$ cat config.mk
export PLATFORM = sky130hd
export DESIGN_NAME = clkgen_top
export DESIGN_NICKNAME = d
export VERILOG_FILES = /design/src/hdl/clkgen_pkg.sv /design/src/hdl/clk_div.sv /design/src/hdl/clkgen_top.sv
export VERILOG_INCLUDE_DIRS = /design/src /design/src/hdl
export SDC_FILE = /design/constraint.sdc
export NUM_CORES = 1
export LEC_CHECK = 0
export ABC_AREA = 1
export BUFFER_PORTS_ARGS = -buffer_cell sky130_fd_sc_hd__clkbuf_2
export CORE_AREA = 2 2 157 159
export CTS_CLUSTER_SIZE = 12
export DETAILED_ROUTE_END_ITERATION = 8
export DIE_AREA = 0 0 159 161
export PLACE_DENSITY = 0.67
export SLEW_MARGIN = 20
export SYNTH_ARGS = -nofsm -noshare
export SYNTH_HDL_FRONTEND = slang
export SYNTH_SLANG_ARGS = --single-unit
$ cat constraint.sdc
create_clock -name clk_sys_i -period 11.1 [get_ports clk_sys_i]
set_clock_uncertainty 0.2 [all_clocks]
set_input_delay 2.22 -clock clk_sys_i [delete_from_list [all_inputs] [get_ports clk_sys_i]]
set_output_delay 2.22 -clock clk_sys_i [all_outputs]
set_load 0.01 [all_outputs]
$ cat src/hdl/clkgen_defs.svh
// register offsets, field positions, reset values and timing figures
// assumes inclusion by bare name from the design files
`ifndef CLKGEN_DEFS_SVH
`define CLKGEN_DEFS_SVH

// ****************************************
// register offsets
// ****************************************
`define CG_REG_PLL_ON 8'h04
`define CG_REG_REF_SEL 8'h0D
`define CG_REG_PREDIV 8'h14
`define CG_REG_JMULT 8'h15
`define CG_REG_FRAC_HI 8'h16
`define CG_REG_FRAC_LO 8'h17
`define CG_REG_POSTMULT 8'h18
`define CG_REG_PROC_DIV 8'h1B
`define CG_REG_BCLK_DIV 8'h20
`define CG_REG_WCLK_DIV 8'h21
`define CG_REG_AUTO_CTRL 8'h25
`define CG_REG_STATUS 8'h5E

// ****************************************
// field positions
// ****************************************
`define CG_PLL_ON_BIT 0
`define CG_REF_LSB 4
`define CG_REF_MSB 6
`define CG_AUTO_OFF_BIT 0
`define CG_IGN_ERR_BIT 1
`define CG_MASTER_BIT 2
`define CG_ST_CLK_ERR_BIT 0
`define CG_ST_COEFF_BAD_BIT 1
`define CG_ST_AUTO_ACT_BIT 2
`define CG_ST_PENDING_BIT 3

// ****************************************
// reset values and limits
// ****************************************
`define CG_PLL_ON_RST 1'b1
`define CG_J_MIN 6'h04
`define CG_J_FRAC_MAX 6'h0B
`define CG_D_MAX 14'h270F
`define CG_R_ONE 4'h1
`define CG_DIV7_RST 7'h03
`define CG_DIV8_RST 8'h3F

// ****************************************
// timing
// ****************************************
`define CG_SYS_CLK_HZ 50000000
`define CG_FS_SINGLE_MAX_HZ 48000
`define CG_CLK_TIMEOUT_US 1000

`endif

$ cat src/hdl/clkgen_pkg.sv
// types shared by the clock generation block
// assumes clkgen_defs.svh supplies the numbers
package clkgen_pkg;

    // ****************************************
    // reference choice
    // ****************************************
    typedef enum logic [2:0] {
        REF_MCLK = 3'h0,
        REF_SCLK = 3'h1,
        REF_GPIO = 3'h3
    } ref_src_t;

    // ****************************************
    // pll coefficient set
    // ****************************************
    typedef struct packed {
        logic [3:0] p;
        logic [5:0] j;
        logic [13:0] d;
        logic [3:0] r;
    } pll_coeff_t;

    typedef enum logic [1:0] {
        RATIO_128,
        RATIO_192,
        RATIO_STD,
        RATIO_BAD
    } ratio_class_t;

endpackage

$ cat src/hdl/clk_div.sv
// programmable divider counting source ticks; ratio is div_i + 1
// assumes tick_i is a one-cycle pulse in the clk_sys_i domain
`timescale 1ns/1ps
module clk_div #(
    parameter int WIDTH = 8
) (
    // clock and reset
    input wire logic clk_sys_i,
    input wire logic rst_i,
    // control
    input wire logic tick_i,
    input wire logic clear_i,
    input wire logic [WIDTH-1:0] div_i,
    // divided outputs
    output logic level_o,
    output logic rise_o
);
    logic [WIDTH-1:0] cnt_q;
    logic [WIDTH:0] half;

    // high for the first half of each period, longer half low on odd ratios
    assign half = ({1'b0, div_i} + {{WIDTH{1'b0}}, 1'b1}) >> 1;

    always_ff @(posedge clk_sys_i or posedge rst_i) begin
        if (rst_i) begin
            cnt_q <= '0;
        end else if (clear_i) begin
            cnt_q <= '0;
        end else if (tick_i) begin
            cnt_q <= (cnt_q >= div_i) ? '0 : cnt_q + 1'b1;
        end
    end

    always_ff @(posedge clk_sys_i or posedge rst_i) begin
        if (rst_i) begin
            level_o <= 1'b0;
            rise_o <= 1'b0;
        end else begin
            rise_o <= tick_i && !clear_i && (cnt_q == '0);
            if (clear_i) begin
                level_o <= 1'b0;
            end else if (tick_i) begin
                level_o <= ({1'b0, cnt_q} < half) || (div_i == '0);
            end
        end
    end
endmodule

$ cat src/hdl/clkgen_top.sv
// pll configuration, reference choice, auto clocking and output dividers
// assumes the analog pll returns one synchronous pulse per output period
//
// How it works
// - manual coefficients allow any 1-50 MHz mclk
// - clock error detection can be ignored
// - master mode drives bit and word clocks
// - 256/384/512 direct; 128/192 need pll
// - three-bit reference select at 13[6:4]
// - pll off means external mclk used
// - pll enable resets to on
// - pll out equals in times R.J.D over P
// - bad R, J, D, P combinations flagged in status while pll is on, still sent to pll
// - reference from 1 to 50 MHz accepted
// - sample rate is vco over 2048
// - coefficient fields at fixed register places
// - dividers for processor, bit and word clocks
// - auto mode configures pll from valid clocks
`timescale 1ns/1ps
`include "clkgen_defs.svh"
module clkgen_top #(
    parameter int CLK_TIMEOUT_CYC = `CG_CLK_TIMEOUT_US * (`CG_SYS_CLK_HZ / 1000000),
    parameter int RATIO_W = 10
) (
    // clock and reset
    input wire logic clk_sys_i,
    input wire logic rst_i,
    // register port
    input wire logic [7:0] reg_addr_i,
    input wire logic [7:0] reg_wdata_i,
    input wire logic reg_wr_i,
    input wire logic reg_rd_i,
    output logic [7:0] reg_rdata_o,
    // clock pins and pll feedback
    input wire logic mclk_i,
    input wire logic sclk_i,
    input wire logic wclk_i,
    input wire logic gpio_ref_i,
    input wire logic pll_tick_i,
    // pll controls
    output logic pll_on_bit_o,
    output logic [2:0] ref_select_o,
    output clkgen_pkg::pll_coeff_t pll_coeff_o,
    output logic pll_in_clock_o,
    // derived clocks
    output logic proc_clk_en_o,
    output logic sclk_o,
    output logic sclk_oe_o,
    output logic wclk_o,
    output logic wclk_oe_o,
    output logic clk_err_o
);
    localparam int FS_MIN_PERIOD = `CG_SYS_CLK_HZ / `CG_FS_SINGLE_MAX_HZ;

    // ****************************************
    // register file
    // ****************************************
    logic pll_on_q;
    logic [2:0] ref_sel_q;
    logic [3:0] p_q;
    logic [5:0] j_q;
    logic [5:0] d_hi_q;
    logic [7:0] d_lo_q;
    logic [3:0] r_q;
    logic [6:0] proc_div_q;
    logic [6:0] bclk_div_q;
    logic [7:0] wclk_div_q;
    logic auto_off_q;
    logic ign_err_q;
    logic master_q;
    logic pending_q;
    clkgen_pkg::pll_coeff_t active_q;
    logic [7:0] status;

    always_ff @(posedge clk_sys_i or posedge rst_i) begin
        if (rst_i) begin
            pll_on_q <= `CG_PLL_ON_RST;
            ref_sel_q <= clkgen_pkg::REF_MCLK;
            p_q <= 4'h1;
            j_q <= 6'h08;
            d_hi_q <= 6'h00;
            d_lo_q <= 8'h00;
            r_q <= `CG_R_ONE;
            proc_div_q <= `CG_DIV7_RST;
            bclk_div_q <= `CG_DIV7_RST;
            wclk_div_q <= `CG_DIV8_RST;
            auto_off_q <= 1'b0;
            ign_err_q <= 1'b0;
            master_q <= 1'b0;
        end else if (reg_wr_i) begin
            unique case (reg_addr_i)
                `CG_REG_PLL_ON: pll_on_q <= reg_wdata_i[`CG_PLL_ON_BIT];
                `CG_REG_REF_SEL: ref_sel_q <= reg_wdata_i[`CG_REF_MSB:`CG_REF_LSB];
                `CG_REG_PREDIV: p_q <= reg_wdata_i[3:0];
                `CG_REG_JMULT: j_q <= reg_wdata_i[5:0];
                `CG_REG_FRAC_HI: d_hi_q <= reg_wdata_i[5:0];
                `CG_REG_FRAC_LO: d_lo_q <= reg_wdata_i;
                `CG_REG_POSTMULT: r_q <= reg_wdata_i[3:0];
                `CG_REG_PROC_DIV: proc_div_q <= reg_wdata_i[6:0];
                `CG_REG_BCLK_DIV: bclk_div_q <= reg_wdata_i[6:0];
                `CG_REG_WCLK_DIV: wclk_div_q <= reg_wdata_i;
                `CG_REG_AUTO_CTRL: begin
                    auto_off_q <= reg_wdata_i[`CG_AUTO_OFF_BIT];
                    ign_err_q <= reg_wdata_i[`CG_IGN_ERR_BIT];
                    master_q <= reg_wdata_i[`CG_MASTER_BIT];
                end
                default: ;
            endcase
        end
    end

    // ****************************************
    // coefficient staging
    // ****************************************
    logic coeff_wr;
    logic commit;

    // partial updates never reach the pll; the R write closes a set
    assign coeff_wr = reg_wr_i && (reg_addr_i >= `CG_REG_PREDIV)
        && (reg_addr_i <= `CG_REG_POSTMULT);
    assign commit = reg_wr_i && (reg_addr_i == `CG_REG_POSTMULT);

    always_ff @(posedge clk_sys_i or posedge rst_i) begin
        if (rst_i) begin
            active_q <= '{p: 4'h1, j: 6'h08, d: 14'h0000, r: `CG_R_ONE};
            pending_q <= 1'b0;
        end else begin
            pending_q <= coeff_wr && !commit ? 1'b1 : (commit ? 1'b0 : pending_q);
            if (commit) begin
                active_q <= '{p: p_q, j: j_q, d: {d_hi_q, d_lo_q},
                    r: reg_wdata_i[3:0]};
            end
        end
    end

    // range check on the committed set; r of zero stands for sixteen
    logic coeff_bad;
    always_comb begin
        coeff_bad = (active_q.p == 4'h0) || (active_q.j < `CG_J_MIN);
        if (active_q.d > `CG_D_MAX) begin
            coeff_bad = 1'b1;
        end
        if (active_q.d != 14'h0000) begin
            if (active_q.j > `CG_J_FRAC_MAX || active_q.r != `CG_R_ONE) begin
                coeff_bad = 1'b1;
            end
        end
    end

    // ****************************************
    // input edges
    // ****************************************
    logic mclk_q;
    logic sclk_q;
    logic wclk_q;
    logic gpio_q;
    logic mclk_rise;
    logic wclk_rise;

    always_ff @(posedge clk_sys_i or posedge rst_i) begin
        if (rst_i) begin
            mclk_q <= 1'b0;
            sclk_q <= 1'b0;
            wclk_q <= 1'b0;
            gpio_q <= 1'b0;
        end else begin
            mclk_q <= mclk_i;
            sclk_q <= sclk_i;
            wclk_q <= wclk_i;
            gpio_q <= gpio_ref_i;
        end
    end

    assign mclk_rise = mclk_i && !mclk_q;
    assign wclk_rise = wclk_i && !wclk_q;

    // ****************************************
    // ratio detection for auto mode
    // ****************************************
    logic [RATIO_W-1:0] mclk_cnt_q;
    logic [RATIO_W-1:0] ratio_q;
    logic [15:0] per_cnt_q;
    logic [15:0] period_q;
    logic [$clog2(CLK_TIMEOUT_CYC+1)-1:0] idle_cnt_q;
    logic clk_lost_q;
    clkgen_pkg::ratio_class_t ratio_class;

    always_ff @(posedge clk_sys_i or posedge rst_i) begin
        if (rst_i) begin
            mclk_cnt_q <= '0;
            ratio_q <= '0;
            per_cnt_q <= 16'h0000;
            period_q <= 16'h0000;
        end else if (wclk_rise) begin
            ratio_q <= mclk_cnt_q + (mclk_rise ? 1'b1 : 1'b0);
            mclk_cnt_q <= '0;
            period_q <= per_cnt_q;
            per_cnt_q <= 16'h0001;
        end else begin
            if (mclk_rise && mclk_cnt_q != '1) begin
                mclk_cnt_q <= mclk_cnt_q + 1'b1;
            end
            if (per_cnt_q != 16'hFFFF) begin
                per_cnt_q <= per_cnt_q + 16'h0001;
            end
        end
    end

    // missing mclk or word clock for too long counts as a clock error
    always_ff @(posedge clk_sys_i or posedge rst_i) begin
        if (rst_i) begin
            idle_cnt_q <= '0;
            clk_lost_q <= 1'b1;
        end else if (wclk_rise && ratio_q != '0) begin
            idle_cnt_q <= '0;
            clk_lost_q <= 1'b0;
        end else if (int'(idle_cnt_q) >= CLK_TIMEOUT_CYC) begin
            clk_lost_q <= 1'b1;
        end else begin
            idle_cnt_q <= idle_cnt_q + 1'b1;
        end
    end

    always_comb begin
        unique case (ratio_q)
            RATIO_W'(256), RATIO_W'(384), RATIO_W'(512): ratio_class = clkgen_pkg::RATIO_STD;
            RATIO_W'(128): ratio_class = clkgen_pkg::RATIO_128;
            RATIO_W'(192): ratio_class = clkgen_pkg::RATIO_192;
            default: ratio_class = clkgen_pkg::RATIO_BAD;
        endcase
    end

    logic ratio_ok;
    // 192 fs only at single rate; short word periods mean above 48 kHz
    assign ratio_ok = (ratio_class == clkgen_pkg::RATIO_STD)
        || (ratio_class == clkgen_pkg::RATIO_128 && pll_on_q)
        || (ratio_class == clkgen_pkg::RATIO_192 && pll_on_q
            && int'(period_q) >= FS_MIN_PERIOD);

    // auto set targets a vco of 2048 fs from mclk with integer k
    clkgen_pkg::pll_coeff_t auto_coeff;
    always_comb begin
        auto_coeff = '{p: 4'h1, j: 6'h08, d: 14'h0000, r: `CG_R_ONE};
        unique case (ratio_q)
            RATIO_W'(128): auto_coeff.j = 6'h10;
            RATIO_W'(192): begin
                auto_coeff.j = 6'h20;
                auto_coeff.p = 4'h3;
            end
            RATIO_W'(384): begin
                auto_coeff.j = 6'h10;
                auto_coeff.p = 4'h3;
            end
            RATIO_W'(512): auto_coeff.j = 6'h04;
            default: ;
        endcase
    end

    logic auto_act;
    logic clk_err;
    logic err_eff;
    assign auto_act = !auto_off_q && !clk_lost_q && ratio_ok;
    // manual mode trusts software for any 1-50 MHz mclk
    assign clk_err = auto_off_q ? (clk_lost_q && !master_q)
        : (clk_lost_q || !ratio_ok);
    assign err_eff = clk_err && !ign_err_q;

    // ****************************************
    // pll control outputs
    // ****************************************
    logic ref_level;
    always_comb begin
        unique case (auto_act ? clkgen_pkg::REF_MCLK : ref_sel_q)
            clkgen_pkg::REF_SCLK: ref_level = sclk_q;
            clkgen_pkg::REF_GPIO: ref_level = gpio_q;
            default: ref_level = mclk_q;
        endcase
    end

    always_ff @(posedge clk_sys_i or posedge rst_i) begin
        if (rst_i) begin
            pll_on_bit_o <= `CG_PLL_ON_RST;
            ref_select_o <= clkgen_pkg::REF_MCLK;
            pll_coeff_o <= '{p: 4'h1, j: 6'h08, d: 14'h0000, r: `CG_R_ONE};
            pll_in_clock_o <= 1'b0;
            clk_err_o <= 1'b0;
        end else begin
            pll_on_bit_o <= pll_on_q;
            ref_select_o <= auto_act ? clkgen_pkg::REF_MCLK : ref_sel_q;
            pll_coeff_o <= auto_act ? auto_coeff : active_q;
            pll_in_clock_o <= ref_level;
            clk_err_o <= err_eff;
        end
    end

    // ****************************************
    // clock tree dividers
    // ****************************************
    logic src_tick;
    logic proc_level;
    logic proc_rise;
    logic bclk_level;
    logic bclk_rise;
    logic wclk_level;
    // with the pll off the tree runs straight from mclk
    assign src_tick = pll_on_q ? pll_tick_i : mclk_rise;

    clk_div #(
        .WIDTH(7)
    ) u_proc_div (
        .clk_sys_i(clk_sys_i),
        .rst_i(rst_i),
        .tick_i(src_tick),
        .clear_i(err_eff),
        .div_i(proc_div_q),
        .level_o(proc_level),
        .rise_o(proc_rise)
    );

    clk_div #(
        .WIDTH(7)
    ) u_bclk_div (
        .clk_sys_i(clk_sys_i),
        .rst_i(rst_i),
        .tick_i(src_tick),
        .clear_i(!master_q),
        .div_i(bclk_div_q),
        .level_o(bclk_level),
        .rise_o(bclk_rise)
    );

    clk_div #(
        .WIDTH(8)
    ) u_wclk_div (
        .clk_sys_i(clk_sys_i),
        .rst_i(rst_i),
        .tick_i(bclk_rise),
        .clear_i(!master_q),
        .div_i(wclk_div_q),
        .level_o(wclk_level),
        .rise_o()
    );

    always_ff @(posedge clk_sys_i or posedge rst_i) begin
        if (rst_i) begin
            proc_clk_en_o <= 1'b0;
            sclk_o <= 1'b0;
            sclk_oe_o <= 1'b0;
            wclk_o <= 1'b0;
            wclk_oe_o <= 1'b0;
        end else begin
            proc_clk_en_o <= proc_rise && !err_eff;
            sclk_o <= bclk_level && master_q;
            sclk_oe_o <= master_q;
            wclk_o <= wclk_level && master_q;
            wclk_oe_o <= master_q;
        end
    end

    // ****************************************
    // register read
    // ****************************************
    assign status = {4'h0, pending_q, auto_act, coeff_bad && pll_on_q, clk_err};

    always_ff @(posedge clk_sys_i or posedge rst_i) begin
        if (rst_i) begin
            reg_rdata_o <= 8'h00;
        end else if (reg_rd_i) begin
            unique case (reg_addr_i)
                `CG_REG_PLL_ON: reg_rdata_o <= {7'h00, pll_on_q};
                `CG_REG_REF_SEL: reg_rdata_o <= {1'b0, ref_sel_q, 4'h0};
                `CG_REG_PREDIV: reg_rdata_o <= {4'h0, p_q};
                `CG_REG_JMULT: reg_rdata_o <= {2'h0, j_q};
                `CG_REG_FRAC_HI: reg_rdata_o <= {2'h0, d_hi_q};
                `CG_REG_FRAC_LO: reg_rdata_o <= d_lo_q;
                `CG_REG_POSTMULT: reg_rdata_o <= {4'h0, r_q};
                `CG_REG_PROC_DIV: reg_rdata_o <= {1'b0, proc_div_q};
                `CG_REG_BCLK_DIV: reg_rdata_o <= {1'b0, bclk_div_q};
                `CG_REG_WCLK_DIV: reg_rdata_o <= wclk_div_q;
                `CG_REG_AUTO_CTRL: reg_rdata_o <= {5'h00, master_q, ign_err_q, auto_off_q};
                `CG_REG_STATUS: reg_rdata_o <= status;
                default: reg_rdata_o <= 8'h00;
            endcase
        end
    end
endmodule

## After elaboration in Yosys (flattened, before gate mapping)

Cells that the tools add are included.

- Register bits after elaboration: 231
- Input port bits: 25
- Output and inout port bits: 47

- Add/sub/neg operators: 9
- Equal/unequal tests: 27
- Mux-type cells: 36
- Magnitude comparators: 12
- Reductions and logical operators: 66

Operator list:

| cell | number |
|---|---|
| $pmux 8 s12 | 1 |
| $mux 16 | 4 |
| $eq 8x5->1 const B | 6 |
| $mux 7 | 6 |
| $add 16x1->16 const B | 2 |
| $mux 28 | 1 |
| $eq 8x6->1 const B | 3 |
| $mux 8 | 3 |
| $logic_and 1x1->1 | 23 |
| $reduce_and 2->1 | 11 |
| $logic_not 7->1 | 3 |
| $eq 10x8->1 const B | 2 |
| $eq 10x9->1 const B | 2 |
| $mux 10 | 2 |
| $pmux 6 s3 | 1 |
| $ge 16x11->1 const B | 1 |
| $ge 16x16->1 const B | 1 |
| $ne 16x16->1 const B | 1 |
| $add 7x1->7 const B | 2 |
| $ge 7x7->1 | 2 |
| $gt 14x14->1 const B | 1 |
| $mux 1 | 14 |
| $reduce_bool 14->1 | 1 |
| $add 10x1->10 | 1 |
| other kinds (36) | 56 |

## Depth between registers and ports, before layout

- Word-level depth: 14
- Gate-level depth with buffers: 14
- Gate-level depth less buffers: 14

## By module

A second synthesis with hierarchy kept.

- Cells, all modules: 1545
- Area total of the unflattened synthesis: 12371.9 sq um

Modules (own cells, without submodules):

| module | cells an instance | instances | area an instance (sq um) |
|---|---|---|---|
| clkgen_top | 1103 | 1 | 9237.6 |
| clk_div (u_bclk_div ...) | 146 | 2 | 1023.5 |
| clk_div (u_wclk_div) | 150 | 1 | 1087.3 |

## Worst setup path before layout

OpenSTA, ideal clock, no wires.

- Path kind: input-to-reg
- Start point: input port reg_addr_i[5]
- End point: register j_q[0]
- Setup slack: 7.555 ns
- Buffers on the path: 1
- Arrival time: 3.221 ns
- Stages on the path: 9
- Path through: inv_1 -> nand2_2 -> nor2_8 -> nand2_4 -> nor2_4 -> nand2_1 -> buf_4 -> nand2_1 -> o21ai_2

- Longest elaborated chain between the ends: 2

RTL lines:

| element | line | text |
|---|---|---|
| from (decl) | clkgen_top.sv:29 | `input wire logic [7:0] reg_addr_i,` |
| $eq 8x5->1 | clkgen_top.sv:91 | `unique case (reg_addr_i)` |
| $reduce_and 2->1 (no line) | -- |  |
| to (signal assigned) | clkgen_top.sv:95 | `` `CG_REG_JMULT: j_q <= reg_wdata_i[5:0]; `` |
| to (decl) | clkgen_top.sv:61 | `logic [5:0] j_q;` |

No other way between the ends.
A chain may end at the register's enable or synchronous reset.

==> impl_metrics.json <==
{
  "worstMarginPinSlew_ns": 0.943,
  "fin_area_um2": 13100,
  "min_from": "pll_on_q",
  "synthCells": 1394,
  "crit_required_ns": 11.43,
  "synth_area_leaders": "dfrtp_1 (44%), nand2_1 (11%), ha_1 (5.3%), inv_1 (5.3%), dfstp_2 (4.7%)",
  "setup_viol": 0,
  "antenna_found_initial": 0,
  "cp_max_fo": 79,
  "pin_count": 72,
  "wl_per_cell_um": 14.9,
  "ant_nets": 0,
  "cp-startpoint": "rst_i",
  "grt_pass1_wl_um": 45000,
  "tritoncts": "built",
  "final_cell_mix": "nand2_1 (337), dfrtp_1 (206), inv_1 (164)",
  "hold_buffers": 0,
  "synth-warning-count": 0,
  "area_growth_pct": 12.0,
  "max_freq_mhz": 242,
  "htree_levels": 1,
  "power_density_nw_per_um2": 152,
  "internal_power_mw": 1.45,
  "path_buf_inv": 4,
  "slew_viol_final": 0,
  "synth-edff-count": 0,
  "leakage_nw": 6.29,
  "postCtsSetupBuffers": 0,
  "die_h_um": 161,
  "core_um2": 24000,
  "place_area_um2": 12300,
  "power_frac_seq": 0.477,
  "avgViaCountPerCell": 5.16,
  "die_x_um": 159,
  "max-vdd-ir-drop_v": 0.0000874,
  "clock_sinks": 227,
  "cts_max_path_buffers": 3,
  "hold_class": "reg -> reg",
  "crit_top_cell": "buf_4",
  "maxCapViolations": 0,
  "maxSlewHeadroom": 0.371,
  "drc_errors": 0,
  "grt_max_degree": 80,
  "fin_tns_setup_ns": 0,
  "cts_buffers": 25,
  "synth_area_um2": 11700,
  "finalWirelength_um": 26800,
  "rows": 57,
  "endpoint_kind": "async pin",
  "seq_area_frac_synth": 0.487,
  "crit_family": "buffers and inverters",
  "syn_nets": 1469,
  "dp_hpwl_um": 19600,
  "final_common_cell": "nand2_1",
  "grt_setup_unrepaired": "false",
  "track_usage": 0.214,
  "synthFlopType": "dfrtp_1",
  "async_reset_ff_frac": 1.00,
  "grt_pass1_vias": 8933,
  "drtIter0Drc": 586,
  "initial_core_util": 0.489,
  "criticalPathCategory": "in -> async",
  "pre_cts_ws_ns": 6.24,
  "hold_viol_final": 0,
  "yosysTopAreaCellShare": 0.440,
  "slowest_delay_ns": 0.84,
  "period_needed_ns": 4.13,
  "setup_slack_ns": 6.97,
  "dieArea_um2": 25600,
  "drive_gt1_frac": 0.134,
  "first_pass_iters": 5,
  "synth_largest_area_cell": "dfrtp_1",
  "diodes": 0,
  "p_clk_frac": 0.402,
  "clockRootBuffer": "clkbuf_16",
  "crit_path_top_delay_cell": "buf_4",
  "clk_pin_slew_worst_paths_ns": 0.06,
  "start_kind": "input pin",
  "p_comb_frac": 0.121,
  "hold_ws_ns": 0.249,
  "cts_resized": 0,
  "synth.distinct_cells": 50,
  "globalplace.congestion": 0.888,
  "r2r_start": "wclk_div_q[0]",
  "status": "finished clean",
  "port_buffers": 71,
  "worstPathCellList": "clkbuf_2 -> inv_8 -> buf_4 -> buf_4",
  "avgSynthCellArea_um2": 8.40,
  "p_sw_mw": 0.535,
  "overflow": 0,
  "vias": 9309,
  "layout.nets": 1537,
  "worstSkewPairLatency_ns": 0.52,
  "p_sw_frac": 0.269,
  "critPathArrivalTime_ns": 4.46,
  "period_share": 0.372,
  "ys_ff_latch": 227
}
-- stage by stage --
step / util / total power, mW / instances
2_1_floorplan: - / 1.12 / 1394
3_3_place_gp: 0.513 / 1.20 / 1758
3_5_place_dp: 0.513 / 1.20 / 1758
4_1_cts: 0.547 / 2.01 / 1804
5_1_grt: 0.547 / 2.09 / 1805
6_report: 0.547 / 1.99 / 1805
-- synthesized netlist by cell type, types with 3 or more instances --
cell,count
o21ai_1,28
dfrtp_1,206
nor3_2,3
buf_2,10
nand2_2,9
clkbuf_1,10
ha_1,50
o21ai_2,15
dfstp_2,21
a21oi_1,41
nor2_2,9
inv_1,165
o21a_1,7
xor2_1,23
o32ai_1,3
nor4_1,8
o22ai_1,8
o211ai_1,4
o31ai_1,14
nand3b_1,4
nand2_1,337
a31oi_1,6
buf_4,10
o21ai_0,107
nand4_1,24
nor2_1,117
nand3_2,4
nor2_4,5
nand3_1,76
xnor2_1,9
nor3_1,28
inv_2,9
buf_6,4
-- path summary, 6_finish.rpt --
check,end,slack (ns),depth (start not counted)
setup / recovery,u_bclk_div.cnt_q[2],6.97,4
hold / removal,pll_on_bit_o,0.25,0
setup reg to reg,u_wclk_div.level_o,8.50,11
hold reg to reg,pll_on_bit_o,0.25,0
max in group clk_sys_i,idle_cnt_q[11],7.09,11
min in group asynchronous,idle_cnt_q[12],1.53,2
-- cell type report --
type	count	area, um^2
timing repair buffer	75	398
clock inverter	7	66.3
multi-input combinational	958	5150
clock buffer	39	728
fill	2245	10800
inverter	175	664
tap	324	405
sequential	227	5710
-- metal layers --
metal	GRT usage	up-vias	routed length [um]
met1	0.304	4375	12700
li1	-	4701	-
met3	0.0303	43	1260
met5	0	-	0
met4	0.0508	0	502
met2	0.349	190	12300
-- cell families (layout without fill, tap and decap cells) --
| group | Yosys count | in the layout | share of synthesized area |
|---|---|---|---|
| AND/OR/NAND/NOR | 635 | 635 | 0.244 |
| AO/OA/AOI/OAI | 241 | 241 | 0.118 |
| flip-flops | 227 | 227 | 0.487 |
| buffers and inverters | 209 | 296 | 0.0738 |
| adder cells (fa/ha/maj) | 50 | 50 | 0.0534 |
| XOR/XNOR | 32 | 32 | 0.0239 |
-- registers in the layout, summed over array words and instances (netlist names), 10 cells and up --
register	count
mclk_cnt_q	10
active_q	24
ratio_q	10
period_q	16
per_cnt_q	16
pll_coeff_o	28
idle_cnt_q	16
-- power groups by stage --
stage                     Combinational, mW  Clock, mW  Sequential (mW)
after global placement                0.236          0            0.961
after CTS                             0.244      0.817            0.948
after global routing                  0.279      0.856            0.957
final                                 0.240      0.799            0.948
after floorplan                       0.172          0            0.952
after detailed placement              0.243          0            0.962
Power figures use the tool's default switching activity.
